## config.mk

```make
export PLATFORM = sky130hd
export DESIGN_NAME = upc_phy_ctrl
export DESIGN_NICKNAME = d
export VERILOG_FILES = /design/src/upc_pkg.sv /design/src/upc_line_filter.sv /design/src/upc_phy_ctrl.sv
export VERILOG_INCLUDE_DIRS = /design/src /design/src/src
export SDC_FILE = /design/constraint.sdc
export NUM_CORES = 1
export LEC_CHECK = 0
export BUFFER_PORTS_ARGS = -buffer_cell sky130_fd_sc_hd__buf_2
export CAP_MARGIN = 25
export CORE_MARGIN = 2
export CORE_UTILIZATION = 40
export CTS_CLUSTER_SIZE = 8
export DETAILED_ROUTE_END_ITERATION = 7
export PLACE_DENSITY_LB_ADDON = 0.2
export REMOVE_ABC_BUFFERS = 1
export SLEW_MARGIN = 20
export SYNTH_ARGS = -nofsm -noshare
export SYNTH_HDL_FRONTEND = slang
export SYNTH_SLANG_ARGS = --single-unit
```

## constraint.sdc

```tcl
create_clock -name clk -period 3.69 [get_ports clk]
set_input_delay 0.1845 -clock clk [delete_from_list [all_inputs] [get_ports clk]]
set_output_delay 0.1845 -clock clk [all_outputs]
set_load 0.005 [all_outputs]
```

## src/upc_defines.svh

```systemverilog
// register offsets, field positions, reset values and line codes for the
// transceiver control block; definitions only, included by bare name
`ifndef UPC_DEFINES_SVH
`define UPC_DEFINES_SVH

// register byte offsets
`define UPC_OFF_EP_MARK      8'h34
`define UPC_OFF_OTG_MASK     8'h38
`define UPC_OFF_PWR_SIG      8'h3C
`define UPC_OFF_XCVR_CTRL    8'h40
`define UPC_OFF_IRQ_STAT     8'h44
`define UPC_OFF_IRQ_MASK     8'h48
`define UPC_OFF_SUSP_CTRL    8'h4C

// reset values
`define UPC_RST_ZERO32       32'h0000_0000

// endpoint marking
`define UPC_EP_MARK_W        16
`define UPC_RX_MARK_OFS      5'h10

// power signalling
`define UPC_PWR_VALID_BIT    8
`define UPC_PWR_DATA_MSB     7

// transceiver control fields
`define UPC_XC_PD_DIS_BIT    18
`define UPC_XC_RST_CAUSE_BIT 13
`define UPC_XC_RES_CAUSE_BIT 12
`define UPC_XC_FILT_MSB      11
`define UPC_XC_FILT_LSB      8
`define UPC_XC_AUTO_RES_BIT  7
`define UPC_XC_CONF_MSB      6
`define UPC_XC_CONF_LSB      4
`define UPC_XC_WMASK         32'h0004_3FF0

// interrupt status / mask bits
`define UPC_IRQ_W            4
`define UPC_IRQ_RST_CAUSE    0
`define UPC_IRQ_RES_CAUSE    1
`define UPC_IRQ_SUSPEND      2
`define UPC_IRQ_LINE_CHG     3

// suspend control fields
`define UPC_SC_WAKE_BIT      0
`define UPC_SC_LINE_MSB      1
`define UPC_SC_LINE_LSB      0
`define UPC_SC_SUSP_BIT      4

// filtered line state codes
`define UPC_LS_SE0           2'h0
`define UPC_LS_J             2'h1
`define UPC_LS_K             2'h2

// filter counter width, enough for 2**15 plus saturation
`define UPC_FILT_CNT_W       17
`define UPC_FILT_CNT_ONE     17'h0_0001

`endif

```

## src/upc_pkg.sv

```systemverilog
// types shared by the transceiver control block
// assumes nothing beyond a SystemVerilog compiler
package upc_pkg;

    typedef logic [1:0] upc_line_t;

    // suspend controller states, one-hot
    typedef enum logic [1:0] {
        UPC_SUS_RUN   = 2'b01,
        UPC_SUS_SLEEP = 2'b10
    } upc_sus_state_t;

endpackage

```

## src/upc_line_filter.sv

```systemverilog
// line-state filter: a change passes only after standing 2**log2Delay clocks
// assumes raw line state synchronous to clk
`timescale 1ns/100ps
`default_nettype none
`include "upc_defines.svh"

module upc_line_filter
    import upc_pkg::*;
(
    input  wire logic      clk,
    input  wire logic      reset_n,
    input  wire upc_line_t lineRaw,
    input  wire logic [3:0] log2Delay,
    output logic           lineFilt,
    output upc_line_t      lineOut
);

    upc_line_t                    cand_r;
    upc_line_t                    cand_nxt;
    upc_line_t                    filt_r;
    upc_line_t                    filt_nxt;
    logic [`UPC_FILT_CNT_W-1:0]   cnt_r;
    logic [`UPC_FILT_CNT_W-1:0]   cnt_nxt;
    logic [`UPC_FILT_CNT_W-1:0]   target;
    logic                         chg_r;
    logic                         chg_nxt;

    // a glitch shorter than the window restarts the count and is dropped
    always_comb begin
        target   = `UPC_FILT_CNT_ONE << log2Delay;
        cand_nxt = cand_r;
        cnt_nxt  = cnt_r;
        filt_nxt = filt_r;
        chg_nxt  = 1'b0;
        if (lineRaw != cand_r) begin
            cand_nxt = lineRaw;
            cnt_nxt  = `UPC_FILT_CNT_ONE;
        end else if (cnt_r < target) begin
            cnt_nxt = cnt_r + `UPC_FILT_CNT_ONE;
        end
        if (lineRaw == cand_r && cnt_r >= target && cand_r != filt_r) begin
            filt_nxt = cand_r;
            chg_nxt  = 1'b1;
        end
    end

    // starts at J, the idle full-speed line
    always_ff @(posedge clk or negedge reset_n) begin
        if (!reset_n) begin
            cand_r <= `UPC_LS_J;
            filt_r <= `UPC_LS_J;
            cnt_r  <= '0;
            chg_r  <= 1'b0;
        end else begin
            cand_r <= cand_nxt;
            filt_r <= filt_nxt;
            cnt_r  <= cnt_nxt;
            chg_r  <= chg_nxt;
        end
    end

    assign lineOut  = filt_r;
    assign lineFilt = chg_r;

endmodule
`default_nettype wire

```

## src/upc_phy_ctrl.sv

```systemverilog
// transceiver control and status registers behind an APB slave
// assumes one clock, synchronous transceiver inputs, zero-wait APB master
//
// Behaviour
// - a 16-bit writable endpoint marking field, one bit per endpoint, resets to zero, upper bits read zero.
// - a received endpoint whose marking bit is set is presented on the receive port ORed with 0x10.
// - control bit 18 set to one turns off the pulldowns on both data ports, which are on after reset.
// - an auto-resume caused by SE0 sets bit 13, held until software writes zero to it.
// - an auto-resume caused by K signalling sets bit 12, held until software writes zero to it.
// - any line-state change is propagated only after 2 to the power of the 4-bit filter field clocks.
// - with auto-resume enabled the suspend controller leaves suspend by itself on resume or reset signalling.
// - the three transceiver configuration pins follow a 3-bit writable field that resets to zero.
//
// The APB register port was chosen for this implementation.
`timescale 1ns/100ps
`default_nettype none
`include "upc_defines.svh"

module upc_phy_ctrl
    import upc_pkg::*;
#(
    parameter int ADDR_W = 8
) (
    input  wire logic              clk,
    input  wire logic              reset_n,
    // APB slave
    input  wire logic              psel,
    input  wire logic              penable,
    input  wire logic              pwrite,
    input  wire logic [ADDR_W-1:0] paddr,
    input  wire logic [31:0]       pwdata,
    output logic                   pready,
    output logic [31:0]            prdata,
    output logic                   pslverr,
    // receive side of the line interface
    input  wire logic              rxEpValid,
    input  wire logic [3:0]        rxEp,
    output logic                   rxPortValid,
    output logic [4:0]             rxPortEp,
    // transceiver line and pins
    input  wire upc_line_t         lineStateRaw,
    input  wire logic              suspendDetect,
    output logic                   suspendActive,
    output logic                   resumeStrobe,
    output logic [2:0]             transceiverConfigPins,
    output logic                   usbDataPortAPulldownEn,
    output logic                   usbDataPortBPulldownEn,
    // plain storage outputs
    output logic [31:0]            otgFlagMask,
    output logic [7:0]             powerSignalData,
    output logic                   powerSignalValid,
    // interrupt
    output logic                   irq
);

    // register state
    logic [`UPC_EP_MARK_W-1:0] epMark_r;
    logic [`UPC_EP_MARK_W-1:0] epMark_nxt;
    logic [31:0]               otgMask_r;
    logic [31:0]               otgMask_nxt;
    logic [8:0]                pwrSig_r;
    logic [8:0]                pwrSig_nxt;
    logic [31:0]               xcvrCtrl_r;
    logic [31:0]               xcvrCtrl_nxt;
    logic [`UPC_IRQ_W-1:0]     irqStat_r;
    logic [`UPC_IRQ_W-1:0]     irqStat_nxt;
    logic [`UPC_IRQ_W-1:0]     irqMask_r;
    logic [`UPC_IRQ_W-1:0]     irqMask_nxt;
    logic [31:0]               rdData_r;
    logic [31:0]               rdData_nxt;
    logic                      slvErr_r;
    logic                      slvErr_nxt;

    // receive port state
    logic                      rxValid_r;
    logic                      rxValid_nxt;
    logic [4:0]                rxEp_r;
    logic [4:0]                rxEp_nxt;

    // suspend controller state
    upc_sus_state_t            sus_r;
    upc_sus_state_t            sus_nxt;
    logic                      resume_r;
    logic                      resume_nxt;
    logic                      setRstCause;
    logic                      setResCause;
    logic                      enterSleep;

    // bus decode
    logic                      setupPhase;
    logic                      accessWr;
    logic                      mapped;
    logic                      softWake;

    // filtered line state
    upc_line_t                 lineFilt;
    logic                      lineChg;

    // line-state filter, delay set by the control field
    upc_line_filter u_filter (
        .clk       (clk),
        .reset_n   (reset_n),
        .lineRaw   (lineStateRaw),
        .log2Delay (xcvrCtrl_r[`UPC_XC_FILT_MSB:`UPC_XC_FILT_LSB]),
        .lineFilt  (lineChg),
        .lineOut   (lineFilt)
    );

    // address decode; every access completes without wait states
    always_comb begin
        setupPhase = psel && !penable;
        mapped     = 1'b0;
        case (paddr)
            `UPC_OFF_EP_MARK,
            `UPC_OFF_OTG_MASK,
            `UPC_OFF_PWR_SIG,
            `UPC_OFF_XCVR_CTRL,
            `UPC_OFF_IRQ_STAT,
            `UPC_OFF_IRQ_MASK,
            `UPC_OFF_SUSP_CTRL: mapped = 1'b1;
            default:            mapped = 1'b0;
        endcase
        accessWr = psel && penable && pwrite && mapped;
        softWake = accessWr && (paddr == `UPC_OFF_SUSP_CTRL) && pwdata[`UPC_SC_WAKE_BIT];
    end

    assign pready  = 1'b1;
    assign prdata  = rdData_r;
    assign pslverr = slvErr_r;

    // read data captured in the setup cycle so it comes from a flop
    always_comb begin
        rdData_nxt = rdData_r;
        slvErr_nxt = 1'b0;
        if (setupPhase) begin
            slvErr_nxt = !mapped;
            rdData_nxt = `UPC_RST_ZERO32;
            if (!pwrite) begin
                case (paddr)
                    `UPC_OFF_EP_MARK:   rdData_nxt[`UPC_EP_MARK_W-1:0] = epMark_r;
                    `UPC_OFF_OTG_MASK:  rdData_nxt = otgMask_r;
                    `UPC_OFF_PWR_SIG:   rdData_nxt[`UPC_PWR_VALID_BIT:0] = pwrSig_r;
                    `UPC_OFF_XCVR_CTRL: rdData_nxt = xcvrCtrl_r;
                    `UPC_OFF_IRQ_STAT:  rdData_nxt[`UPC_IRQ_W-1:0] = irqStat_r;
                    `UPC_OFF_IRQ_MASK:  rdData_nxt[`UPC_IRQ_W-1:0] = irqMask_r;
                    `UPC_OFF_SUSP_CTRL: begin
                        rdData_nxt[`UPC_SC_LINE_MSB:`UPC_SC_LINE_LSB] = lineFilt;
                        rdData_nxt[`UPC_SC_SUSP_BIT] = (sus_r == UPC_SUS_SLEEP);
                    end
                    default:            rdData_nxt = `UPC_RST_ZERO32;
                endcase
            end
        end
    end

    always_ff @(posedge clk or negedge reset_n) begin
        if (!reset_n) begin
            rdData_r <= `UPC_RST_ZERO32;
            slvErr_r <= 1'b0;
        end else begin
            rdData_r <= rdData_nxt;
            slvErr_r <= slvErr_nxt;
        end
    end

    // suspend controller; without auto-resume only software wakes it
    always_comb begin
        sus_nxt     = sus_r;
        resume_nxt  = 1'b0;
        setRstCause = 1'b0;
        setResCause = 1'b0;
        enterSleep  = 1'b0;
        case (sus_r)
            UPC_SUS_RUN: begin
                if (suspendDetect) begin
                    sus_nxt    = UPC_SUS_SLEEP;
                    enterSleep = 1'b1;
                end
            end
            UPC_SUS_SLEEP: begin
                if (xcvrCtrl_r[`UPC_XC_AUTO_RES_BIT] && lineFilt == `UPC_LS_SE0) begin
                    sus_nxt     = UPC_SUS_RUN;
                    resume_nxt  = 1'b1;
                    setRstCause = 1'b1;
                end else if (xcvrCtrl_r[`UPC_XC_AUTO_RES_BIT] && lineFilt == `UPC_LS_K) begin
                    sus_nxt     = UPC_SUS_RUN;
                    resume_nxt  = 1'b1;
                    setResCause = 1'b1;
                end else if (softWake) begin
                    sus_nxt    = UPC_SUS_RUN;
                    resume_nxt = 1'b1;
                end
            end
            default: sus_nxt = UPC_SUS_RUN;
        endcase
    end

    always_ff @(posedge clk or negedge reset_n) begin
        if (!reset_n) begin
            sus_r    <= UPC_SUS_RUN;
            resume_r <= 1'b0;
        end else begin
            sus_r    <= sus_nxt;
            resume_r <= resume_nxt;
        end
    end

    assign suspendActive = (sus_r == UPC_SUS_SLEEP);
    assign resumeStrobe  = resume_r;

    // software-written registers; cause bits are set by hardware too
    always_comb begin
        epMark_nxt   = epMark_r;
        otgMask_nxt  = otgMask_r;
        pwrSig_nxt   = pwrSig_r;
        xcvrCtrl_nxt = xcvrCtrl_r;
        irqMask_nxt  = irqMask_r;
        if (accessWr) begin
            case (paddr)
                `UPC_OFF_EP_MARK:   epMark_nxt = pwdata[`UPC_EP_MARK_W-1:0];
                `UPC_OFF_OTG_MASK:  otgMask_nxt = pwdata;
                `UPC_OFF_PWR_SIG:   pwrSig_nxt = pwdata[`UPC_PWR_VALID_BIT:0];
                `UPC_OFF_XCVR_CTRL: xcvrCtrl_nxt = pwdata & `UPC_XC_WMASK;
                `UPC_OFF_IRQ_MASK:  irqMask_nxt = pwdata[`UPC_IRQ_W-1:0];
                default:            irqMask_nxt = irqMask_r;
            endcase
        end
        // set after the write so a same-cycle clear cannot win
        if (setRstCause) begin
            xcvrCtrl_nxt[`UPC_XC_RST_CAUSE_BIT] = 1'b1;
        end
        if (setResCause) begin
            xcvrCtrl_nxt[`UPC_XC_RES_CAUSE_BIT] = 1'b1;
        end
    end

    always_ff @(posedge clk or negedge reset_n) begin
        if (!reset_n) begin
            epMark_r   <= '0;
            otgMask_r  <= `UPC_RST_ZERO32;
            pwrSig_r   <= '0;
            xcvrCtrl_r <= `UPC_RST_ZERO32;
            irqMask_r  <= '0;
        end else begin
            epMark_r   <= epMark_nxt;
            otgMask_r  <= otgMask_nxt;
            pwrSig_r   <= pwrSig_nxt;
            xcvrCtrl_r <= xcvrCtrl_nxt;
            irqMask_r  <= irqMask_nxt;
        end
    end

    // transceiver pins straight from the control register
    assign transceiverConfigPins  = xcvrCtrl_r[`UPC_XC_CONF_MSB:`UPC_XC_CONF_LSB];
    assign usbDataPortAPulldownEn = !xcvrCtrl_r[`UPC_XC_PD_DIS_BIT];
    assign usbDataPortBPulldownEn = !xcvrCtrl_r[`UPC_XC_PD_DIS_BIT];
    assign otgFlagMask            = otgMask_r;
    assign powerSignalData        = pwrSig_r[`UPC_PWR_DATA_MSB:0];
    assign powerSignalValid       = pwrSig_r[`UPC_PWR_VALID_BIT];

    // sticky interrupt status, write one to clear, set wins
    always_comb begin
        irqStat_nxt = irqStat_r;
        if (accessWr && paddr == `UPC_OFF_IRQ_STAT) begin
            irqStat_nxt = irqStat_r & ~pwdata[`UPC_IRQ_W-1:0];
        end
        if (setRstCause) begin
            irqStat_nxt[`UPC_IRQ_RST_CAUSE] = 1'b1;
        end
        if (setResCause) begin
            irqStat_nxt[`UPC_IRQ_RES_CAUSE] = 1'b1;
        end
        if (enterSleep) begin
            irqStat_nxt[`UPC_IRQ_SUSPEND] = 1'b1;
        end
        if (lineChg) begin
            irqStat_nxt[`UPC_IRQ_LINE_CHG] = 1'b1;
        end
    end

    always_ff @(posedge clk or negedge reset_n) begin
        if (!reset_n) begin
            irqStat_r <= '0;
        end else begin
            irqStat_r <= irqStat_nxt;
        end
    end

    assign irq = |(irqStat_r & irqMask_r);

    // receive port; marked endpoints carry the offset bit
    always_comb begin
        rxValid_nxt = rxEpValid;
        rxEp_nxt    = rxEp_r;
        if (rxEpValid) begin
            rxEp_nxt = {1'b0, rxEp};
            if (epMark_r[rxEp]) begin
                rxEp_nxt = {1'b0, rxEp} | `UPC_RX_MARK_OFS;
            end
        end
    end

    always_ff @(posedge clk or negedge reset_n) begin
        if (!reset_n) begin
            rxValid_r <= 1'b0;
            rxEp_r    <= '0;
        end else begin
            rxValid_r <= rxValid_nxt;
            rxEp_r    <= rxEp_nxt;
        end
    end

    assign rxPortValid = rxValid_r;
    assign rxPortEp    = rxEp_r;

endmodule
`default_nettype wire

```

Yosys cells after proc, flatten, opt, wreduce, memory -nomap -nowiden
Index checks and enable logic that the tools add are counted.
{"block": "totals", "inputBits": 53, "word_cells": 118, "output_inout_bits": 89, "reg_bits": 140}
{"block": "classes", "bitwise_logic": 3, "reduce_logical": 34, "magnitude_cmp": 3, "n_mux": 40, "shifts": 1, "add_sub_neg": 1, "n_eq_ne": 15}
{"op": "$mux 17", "n": 2}
{"op": "$eq 8x7->1 const B", "n": 4}
{"op": "$mux 32", "n": 1}
{"op": "$pmux 16 s2", "n": 1}
{"op": "$mux 14", "n": 2}
{"op": "$eq 8x6->1 const B", "n": 3}
{"op": "$mux 1", "n": 21}
{"op": "$pmux 7 s3", "n": 1}
{"op": "$reduce_bool 2->1", "n": 9}
{"op": "$add 17x1->17 const B", "n": 1}
{"op": "$ge 17x17->1", "n": 1}
{"op": "$lt 17x17->1", "n": 1}
{"op": "$shl 1x4->17 const A", "n": 1}
{"op": "$pmux 4 s4", "n": 1}
{"op": "$reduce_and 2->1", "n": 8}
{"op": "$pmux 2 s6", "n": 1}
{"op": "$logic_and 1x1->1", "n": 11}
{"op": "$pmux 2 s5", "n": 1}
{"op": "$and 4x4->4", "n": 2}
{"op": "$mux 2", "n": 4}
{"op": "$reduce_or 7->1", "n": 1}
{"op": "$lt 4x5->1 const B", "n": 1}
{"op": "$mux 5", "n": 1}
{"op": "$pmux 1 s5", "n": 1}
{"op": "13 further kinds", "n": 17}

Logic depth before layout (Yosys ltp)
Gate-level depths: netlist (run 1).
{"block": "logic_depth", "depth_word": 10, "mapped_depth": 12, "depth_no_buf": 9}

Cells and area by module
From an unflattened synthesis (run 1), not the netlist that was laid out.
{"block": "hier_totals", "hier_cells": 584, "area_unflattened_um2": 7160.6}
{"mod": "upc_phy_ctrl", "cells_each": 385, "area_each_um2": 5325.1, "n_inst": 1}
{"mod": "upc_line_filter", "cells_each": 199, "area_each_um2": 1835.5, "n_inst": 1}

Worst setup path before layout (run 1)
Ideal clock, no wire load.
{"block": "synth_timing", "path_type": "reg-to-reg", "start": "register xcvrCtrl_r[11]", "end": "register u_filter.cnt_r[12]", "required_ps": 3612, "arrival_time_ps": 2827, "stages_incl_launch_ff": 12, "setup_time_ps": 78, "slack_ps": 785, "path_buffers": 2, "cell_sequence": "dfrtp_1 > clkbuf_1 > nor2b_1 > nand3_1 > ha_1 > and3_1 > a221o_1 > a32oi_1 > nand3_2 > buf_2 > or4_1 > a21oi_1"}
{"block": "synth_between", "elab_chain_cells": 3}
{"element": "start, declared", "line_no": "upc_phy_ctrl.sv:63", "text": "logic [31:0] xcvrCtrl_r;"}
{"element": "start signal, assigned", "line_no": "upc_phy_ctrl.sv:242", "text": "xcvrCtrl_r <= `UPC_RST_ZERO32;"}
{"element": "start signal, assigned", "line_no": "upc_phy_ctrl.sv:248", "text": "xcvrCtrl_r <= xcvrCtrl_nxt;"}
{"element": "$shl 1x4->17 (no source line)"}
{"element": "$lt 17x17->1", "line_no": "upc_line_filter.sv:38", "text": "end else if (cnt_r < target) begin"}
{"element": "$reduce_bool 2->1 (no source line)"}
{"element": "end signal, assigned", "line_no": "upc_line_filter.sv:57", "text": "cnt_r <= cnt_nxt;"}
{"element": "end, declared", "line_no": "upc_line_filter.sv:22", "text": "logic [`UPC_FILT_CNT_W-1:0] cnt_r;"}
No other way between the ends.
A chain may end at the register's enable or synchronous reset.

Final worst setup path (run 1)
{"block": "layout_timing", "start": "register xcvrCtrl_r[11]", "end": "register u_filter.cnt_r[15]"}
The elaborated chain is that of the path after synthesis.

==> impl_metrics.ini, run 1 <==
[status]
outcome = finished clean

[clock_network]
root_buffer = clkbuf_16
clk_pin_slew_ps = 60
clock_latency_ps = 420
cts_tree = done
h-tree-depth = 4
cts.path.max_buffers = 2
clock-sinks = 140
cts_buffers = 17

[detailed_routing]
avgRoutedWirePerCell_um = 18.38
ant_nets = 0
drt-pass1-iter-count = 5
vias_per_cell = 5.477
vias = 5083
drc = 0
drt_iter0_markers = 301
wl_um = 17050

[synthesis]
yosysUniqueCellTypes = 51
synth_area_leaders = dfrtp_1 (53%), mux2_1 (7.1%), mux2_2 (6.2%)
ys_seq_area_share_pct = 53.96
syn_avg_cell_area_um2 = 12.08
synth_area_um2 = 6500
synth_top_area_share_pct = 52.74
async_flop_share_pct = 100.0
synth_top_area_cell = dfrtp_1
synth_edf_count = 0
synth_flop_cell = dfrtp_1
synthCells = 538
synth_warnings = 0
synth_seq_cells = 140

[floorplan]
rows = 46
die-area_um2 = 17290
die_w_um = 131.5
die_height_um = 131.5
num_io_pins = 142
initial_core_util_pct = 40.92
core_area_um2 = 15890

[global_routing]
grt_overflow = 0
grt_pass1_vias = 5195
antenna_found_initial = 0
grt_first_pass_wirelength_um = 28070
gr-usage-all-layers_pct = 20.61
grt_start_max_net_pins = 100

[cells_and_area]
nets = 769
stdcell_area_um2 = 8233
syn2layout_area_growth_pct = 26.66
stdcell_count = 928
drive_gt1_share_pct = 33.01
regArea_um2 = 3507
fillers = 1425
multiInputGateArea_um2 = 2821
num_antenna_cells = 0

[setup_path]
crit_path_cell_trace = nor2b_1, nand3_1, ha_1, and3_1, a221o_1, a32oi_1, nand3_4, or4_1, a21oi_1
cp.required_ps = 4040
critical_path.max_fanout = 32
arrival_ps = 3650
critical_path.max_stage_delay_ps = 610
end_kind = flop
worstSetupPathType = reg -> reg
slowest_stage = or4_1
worstSetupStartpointType = flop

[sta]
slew_headroom_pct = 40.21
finalMaxSlewViolations = 0
max_freq_mhz = 302.5
fin_crit_ps = 3306
tns_ps = 0
finalCritPeriodShare_pct = 89.59
setup_viol = 0
rsz0062_at_grt = false
worst_slew_pin_slew_ps = 896.9
skew_ps = 6.667
hold_violations = 0

[place]
place.gp.congestion = 0.9060
hpwlAfterDp_um = 12100
dpl_cell_area_um2 = 7415
portBuffers = 140
dp_cells = 873

[hold_path]
holdCritPathClass = in -> reg

[run]
max_cap_viol_count = 0

[power]
powerDensity_nw_per_um2 = 417.1
peakVddDrop_mv = 0.3593
p_leak_nw = 4.152
-- Yosys cell counts (6+ instances only) --
cell type	n
dfrtp_1	137
nand2_1	46
mux2_1	41
mux2_2	36
a21oi_1	25
nand3_1	20
o21ai_0	20
a22o_1	19
clkbuf_1	18
ha_1	17
a22oi_1	16
nor2_1	15
a222oi_1	12
a21o_1	9
buf_2	9
inv_1	9
or4_1	9
nor2b_1	8
o31ai_1	8
and3_1	6
or3_1	6
-- report_power, final --
part | internal (mW) | leakage [nW] | switching, mW
Sequential | 1.57 | 1.89 | 0.0195
Clock | 1.03 | 0.268 | 0.634
Combinational | 0.0774 | 1.99 | 0.107
-- final cells by class --
class | count | area share [%]
clock inverter | 10 | 1.413
tap | 216 | 3.283
timing repair buffer | 174 | 12.39
clock buffer | 22 | 5.638
sequential | 140 | 42.60
inverter | 9 | 0.4103
multi-input combinational | 357 | 34.27
-- cell usage in the layout, fill, tap and decap left out, drive strengths merged, types with 3 or more instances in the layout --
cell type,instances
nand3,21
dfrtp,137
dfstp,3
mux2,77
a21oi,25
xnor2,3
clkinv,3
nor2b,8
inv,9
a22o,19
ha,17
nand4,4
o31ai,8
or4,9
dlygate4sd3,23
o21ai,21
a22oi,16
mux4,5
a21o,9
buf,151
or3,6
and3,7
or2,3
a222oi,12
nor2,15
nor4,4
clkbuf,22
clkinvlp,5
nand2,47
-- metal layers --
| metal | track usage (%) | vias up | part of all wire (%) |
|---|---|---|---|
| li1 | - | 2347 | - |
| met1 | 27.49 | 2519 | 46 |
| met2 | 31.73 | 188 | 46 |
| met3 | 5.980 | 29 | 6.4 |
| met4 | 8.152 | 0 | 2.5 |
| met5 | 0 | - | 0 |
-- kinds of logic (layout without fill, tap and decap cells) --
family                   Yosys count  count (layout)  share of synthesized area, %
AO/OA/AOI/OAI                    119             119                         13.40
adder cells (fa/ha/maj)           17              17                         3.272
XOR/XNOR                           5               5                        0.6738
multiplexers                      83              83                         15.23
other                              1               1                       0.05769
flip-flops                       140             140                         53.96
buffers and inverters             41             215                         2.830
AND/OR/NAND/NOR                  132             132                         10.59
-- path summary, 6_finish.rpt --
check                                             from  slack (ps)  depth (start not counted)                              end
setup / recovery            xcvrCtrl_r[11]$_DFFE_PN0P_         380                          9   u_filter.cnt_r[15]$_DFFE_PN0P_
hold / removal                              pwdata[11]          20                          2         epMark_r[11]$_DFFE_PN0P_
setup reg to reg            xcvrCtrl_r[11]$_DFFE_PN0P_         380                          9   u_filter.cnt_r[15]$_DFFE_PN0P_
hold reg to reg            u_filter.lineFilt$_DFF_PN0_         440                          1         irqStat_r[3]$_DFFE_PN0P_
max in group asynchronous                      reset_n        2330                          3  u_filter.lineOut[0]$_DFFE_PN1P_
min in group asynchronous                      reset_n         450                          2           prdata[26]$_DFFE_PN0P_
-- worst max-delay path: cells and delay by family, from the launching register on --
family,cells,cell delay [ps]
and+or+nand+nor,5,1580
AOI/OAI and AO/OA,3,840
DFF,1,500
adders and majority gates,1,310
-- metrics by stage --
stage / total power [mW] / hold slack (ps) / worst slack [ps] / utilization [%]
after floorplan: 1.674 / -111.1 / 756.2 / -
after global placement: 1.779 / 310.9 / 497.8 / 46.63
after detailed placement: 1.785 / 314.7 / 284.1 / 46.68
after CTS: 3.476 / 0.8166 / 263.1 / 51.78
after global routing: 3.581 / 6.130 / 171.4 / 51.83
final: 3.434 / 20.89 / 384.0 / 51.83
-- flip-flops by register name (all words and copies together) (netlist names) --
register,flops
u_filter.cand_r,2
u_filter.cnt_r,17
irqMask_r,4
rxPortEp,5
otgFlagMask,32
epMark_r,16
xcvrCtrl_r,11
prdata,32
pslverr,1
resumeStrobe,1
u_filter.lineOut,2
u_filter.lineFilt,1
pwrSig_r,9
irqStat_r,4
rxPortValid,1
sus_r,2
-- timing repair --
| action | in CTS | in global routing |
|---|---|---|
| hold buffers | 23 | 0 |
| hold endpoints to repair | 119 | 0 |
| gates resized for setup | 0 | 1 |
| setup buffers | 0 | 0 |
| setup endpoints to repair | 0 | 2 |
No activity file was read; power rests on OpenSTA's default activity.
==> inputs of run 2 (changes only) <==
GPL_TIMING_DRIVEN = 0   (was not set)
==> impl_metrics.ini, run 2 (same netlist as run 1, synthesis figures left out) <==
[place]
place.gp.congestion = 0.8179
place_ws_ps = 268.8
hpwlAfterDp_um = 11870
portBuffers = 140

[global_routing]
grt_pass1_vias = 5130
antenna_found_initial = 1
gr-usage-all-layers_pct = 19.83
grt_start_max_net_pins = 72
grt_first_pass_wirelength_um = 27220
grt_overflow = 0

[floorplan]
die_height_um = 131.5
die-area_um2 = 17290
core_area_um2 = 15890
rows = 46
die_w_um = 131.5
num_io_pins = 142
initial_core_util_pct = 40.92

[power]
p_switching_mw = 0.7927
finalPower_mw = 3.574
switching_share_pct = 22.18
powerDensity_nw_per_um2 = 430.1
p_comb_share_pct = 5.3
peakVddDrop_mv = 0.3363
p_leak_nw = 4.173
p_clk_share_pct = 50.3
intPower_mw = 2.781
pwr-share-seq_pct = 44.5

[setup_path]
end_kind = flop
arrival_ps = 3620
crit_family = simple AND/OR/NAND/NOR gates
critical_path_buf_inv_count = 0
critical_path.max_fanout = 32
worstSetupPathType = reg -> reg
slowest_stage = or4_1
crit_path_cell_trace = nor2b_1, nand3_1, ha_1, and3_1, a221o_1, a32oi_1, nand3_4, or4_1, a21oi_1
worstSetupStartpointType = flop
critical_path.max_stage_delay_ps = 580
cp.required_ps = 4030

[detailed_routing]
wl_met3_um = 929
drt-met1-wl_um = 7620
vias = 5026
drc = 0
wl_um = 16670
topRoutingLayerUsed = met4
drt-pass1-iter-count = 5
avgRoutedWirePerCell_um = 18.06
met2_length_um = 7884
vias_per_cell = 5.445
drt_iter0_markers = 368
ant_nets = 0

[sta]
worst_slew_pin_slew_ps = 851.2
rsz0062_at_grt = false
slew_headroom_pct = 42.82
finalMaxSlewViolations = 0
hold_violations = 0
layout_setup_ws_ps = 406.8
skew_ps = 8.504
max_freq_mhz = 304.6
whs_ps = 13.76
finalCritPeriodShare_pct = 88.98
fin_crit_ps = 3283
setup_viol = 0

[hold_path]
holdCritPathClass = in -> reg

[cells_and_area]
multiInputGateArea_um2 = 2840
fillers = 1406
nets = 763
mostFrequentLayoutCell = buf_2
syn2layout_area_growth_pct = 27.85
most-common-layout-cells = buf_2 (139), dfrtp_1 (137), nand2_1 (45)
regArea_um2 = 3507
drive_gt1_share_pct = 33.57

[clock_network]
clock_latency_ps = 420
cts_buffers = 17
clk_pin_slew_ps = 60
root_buffer = clkbuf_16
cts_tree = done
clock-sinks = 140
post_cts_buffers = 0
h-tree-depth = 4
cts.path.max_buffers = 2

[status]
outcome = finished clean

[run]
max_cap_viol_count = 0
## run 2: worst paths after layout
path / startpoint / to / slack, ps / cells past startpoint
max: xcvrCtrl_r[11]$_DFFE_PN0P_ / u_filter.cnt_r[9]$_DFFE_PN0P_ / 410 / 9
min: pwdata[10] / epMark_r[10]$_DFFE_PN0P_ / 10 / 2
max reg2reg: xcvrCtrl_r[11]$_DFFE_PN0P_ / u_filter.cnt_r[9]$_DFFE_PN0P_ / 410 / 9
min reg2reg: u_filter.lineFilt$_DFF_PN0_ / irqStat_r[3]$_DFFE_PN0P_ / 440 / 1
max in group asynchronous: reset_n / u_filter.lineOut[0]$_DFFE_PN1P_ / 2610 / 3
min in group asynchronous: reset_n / otgFlagMask[25]$_DFFE_PN0P_ / 310 / 2
## run 2: layout make-up
type / count / area share, %
Clock inverter: 14 / 2.334
Timing Repair Buffer: 168 / 12.44
Sequential cell: 140 / 42.20
Clock buffer: 18 / 5.164
Antenna cell: 1 / 0.03011
Tap cell: 216 / 3.252
Inverter: 9 / 0.4065
Multi-Input combinational cell: 357 / 34.18
## run 2: power by group through the flow
stage / registers (mW) / logic (mW) / clock network (mW)
6_report: 1.59 / 0.189 / 1.80
5_1_grt: 1.59 / 0.211 / 1.91
4_1_cts: 1.59 / 0.193 / 1.82
3_5_place_dp: 1.62 / 0.175 / 0
3_3_place_gp: 1.62 / 0.158 / 0
2_1_floorplan: 1.61 / 0.0626 / 0
## run 2: routing by layer
layer | track usage (%) | vias up
li1 | - | 2334
met1 | 26.46 | 2517
met2 | 31.97 | 157
met3 | 5.517 | 18
met4 | 5.193 | 0
met5 | 0 | -
## run 2: what timing repair did
item,in CTS,in global routing
hold endpoints to repair,89,0
resized for setup,0,1
hold buffers,21,0
setup endpoints to repair,0,1
## run 2: through the flow
stage | std cells | TNS (ps) | instance area (um^2) | util [%]
final | 923 | 0 | 8310 | 52.32
after global routing | 922 | 0 | 8308 | 52.30
after CTS | 922 | 0 | 8300 | 52.25
after detailed placement | 869 | 0 | 7467 | 47.01
after global placement | 862 | -13550 | 7321 | 46.09
after floorplan | 506 | 0 | 6350 | -
## run 2: worst register-to-register path, cell delays in order, from the launching register on
cell	delay (ps)
dfrtp_1	540
nor2b_1	290
nand3_1	120
ha_1	310
and3_1	200
a221o_1	350
a32oi_1	310
nand3_4	320
or4_1	590
a21oi_1	180
==> inputs of run 3 (changes only) <==
PLACE_DENSITY = 0.73   (was not set)
PLACE_DENSITY_LB_ADDON = not set   (was 0.2)
SKIP_CTS_REPAIR_TIMING = 1   (was not set)
==> impl_metrics.ini, run 3 (same netlist as run 1, synthesis figures left out) <==
[setup_path]
critical_path.max_stage_delay_ps = 590
critical_path_buf_inv_count = 0
critical_path.max_fanout = 32
regToRegStartpoint = xcvrCtrl_r[11]$_DFFE_PN0P_
crit_path_cell_trace = nor2b_1, nand3_1, ha_1, and3_1, a221o_1, a32oi_1, nand3_4, or4_1, a21oi_1
slowest_stage = or4_1
r2r-end = u_filter.cnt_r[13]$_DFFE_PN0P_
crit_family = simple AND/OR/NAND/NOR gates
worstSetupPathType = reg -> reg
worstSetupStartpointType = flop
rrSetupSlack_ps = 380
cp.required_ps = 4030
end_kind = flop
arrival_ps = 3650
r2r_cells = 9

[global_routing]
gr-usage-all-layers_pct = 20.37
antenna_found_initial = 2
grt_overflow = 0
grt_first_pass_wirelength_um = 27900
grt_start_max_net_pins = 76
grt_pass1_vias = 5142

[status]
outcome = finished with violations
violations = hold timing

[floorplan]
die_w_um = 131.5
die_height_um = 131.5
core_area_um2 = 15890
die-area_um2 = 17290
num_io_pins = 142
rows = 46
initial_core_util_pct = 40.92

[detailed_routing]
vias = 5087
drc = 0
drt_iter0_markers = 344
ant_nets = 0
avgRoutedWirePerCell_um = 18.97
drt-pass1-iter-count = 8
vias_per_cell = 5.547
wl_um = 17390

[sta]
rsz0062_at_grt = false
skew_ps = 7.665
worst_slew_pin_slew_ps = 911.7
finalCritPeriodShare_pct = 89.76
whs_ps = -16.16
fin_crit_ps = 3312
setup_viol = 0
tns_ps = 0
hold_violations = 1
slew_headroom_pct = 39.15
finalMaxSlewViolations = 0
max_freq_mhz = 301.9

[power]
p_switching_mw = 0.7818
peakVddDrop_mv = 0.3586
intPower_mw = 2.842
p_comb_share_pct = 5.1
finalPower_mw = 3.623
p_clk_share_pct = 51.0
powerDensity_nw_per_um2 = 438.4
pwr-share-seq_pct = 43.9
switching_share_pct = 21.57
p_leak_nw = 4.160

[place]
hpwlAfterDp_um = 12210
place.gp.congestion = 0.8294
portBuffers = 140

[hold_path]
holdCritPathClass = in -> reg
min_delay_path_depth = 2
holdCritStartpoint = pwdata[28]
worstHoldEndpoint = otgFlagMask[28]$_DFFE_PN0P_

[clock_network]
h-tree-depth = 4
clock-sinks = 140
cts.path.max_buffers = 2
clk_pin_slew_ps = 60
root_buffer = clkbuf_16
cts_tree = done
cts_buffers = 17
clock_latency_ps = 420

[cells_and_area]
fillers = 1346
nets = 757
drive_gt1_share_pct = 33.62
syn2layout_area_growth_pct = 27.16
mostFrequentLayoutCell = buf_2
most-common-layout-cells = buf_2 (139), dfrtp_1 (137), nand2_1 (45)

[run]
max_cap_viol_count = 0
## run 3: changes by cell type in the layout (fill, tap and decap cells not counted)
cell and delta:
clkbuf_1 -1, clkinvlp_4 -2, buf_12 -2, buf_16 +1, diode_2 +1, dlygate4sd3_1 -4, buf_4 +1, buf_6 -2
bufinv_16 +1, clkinv_4 +1
## run 3: power groups by stage
stage / Clock (mW) / Sequential (mW) / Combinational (mW)
after floorplan: 0 / 1.61 / 0.0626
after global placement: 0 / 1.62 / 0.156
after detailed placement: 0 / 1.62 / 0.169
after CTS: 1.88 / 1.59 / 0.171
after global routing: 1.96 / 1.59 / 0.203
final: 1.85 / 1.59 / 0.183
## run 3: worst max-delay path by stage
stage	cells after the start	slack, ps	endpoint	startpoint
after floorplan	9	760	u_filter.cnt_r[12]$_DFFE_PN0P_	xcvrCtrl_r[11]$_DFFE_PN0P_
after global placement	6	-250	otgFlagMask[25]$_DFFE_PN0P_	paddr[1]
after detailed placement	9	290	u_filter.cnt_r[12]$_DFFE_PN0P_	xcvrCtrl_r[9]$_DFFE_PN0P_
after CTS	9	270	u_filter.cnt_r[9]$_DFFE_PN0P_	xcvrCtrl_r[9]$_DFFE_PN0P_
after global routing	9	110	u_filter.cnt_r[15]$_DFFE_PN0P_	xcvrCtrl_r[11]$_DFFE_PN0P_
final	9	380	u_filter.cnt_r[13]$_DFFE_PN0P_	xcvrCtrl_r[11]$_DFFE_PN0P_
## run 3: layout make-up
class	instances	area, um^2	share of cell area [%]
clock inverters	14	217.7	2.634
multi-input cells	357	2840	34.36
flip-flops and latches	140	3507	42.43
well taps	216	270.3	3.270
clock buffers	17	425.4	5.147
repair buffers	162	965.9	11.69
inverters	9	33.78	0.4087
diodes	2	5.005	0.06055
## run 3: stage by stage
| step | std cells | instance area, um^2 | util (%) | setup WS (ps) | hold slack [ps] |
|---|---|---|---|---|---|
| floorplan | 506 | 6350 | - | 756.2 | -111.1 |
| global placement | 862 | 7321 | 46.09 | -247.5 | 312.2 |
| detailed placement | 867 | 7440 | 46.83 | 292.0 | 150.3 |
| CTS | 898 | 8083 | 50.88 | 267.4 | -291.3 |
| global route | 915 | 8260 | 52.00 | 114.6 | 2.163 |
| finish | 917 | 8265 | 52.03 | 377.7 | -16.16 |
## run 3: routing by layer
layer  GRT usage, %  vias to the layer above  routed length, um
met5              0                        -                  0
met4          8.152                        0                314
met3          6.674                       22               1316
met2          33.94                      186               8553
met1          24.42                     2563               7209
li1               -                     2316                  -
## run 3: worst register-to-register path, cell delays in order, from the launching register on
cell     delay [ps]
dfrtp_1         550
nor2b_1         300
nand3_1         120
ha_1            310
and3_1          210
a221o_1         360
a32oi_1         300
nand3_4         320
or4_1           600
a21oi_1         160
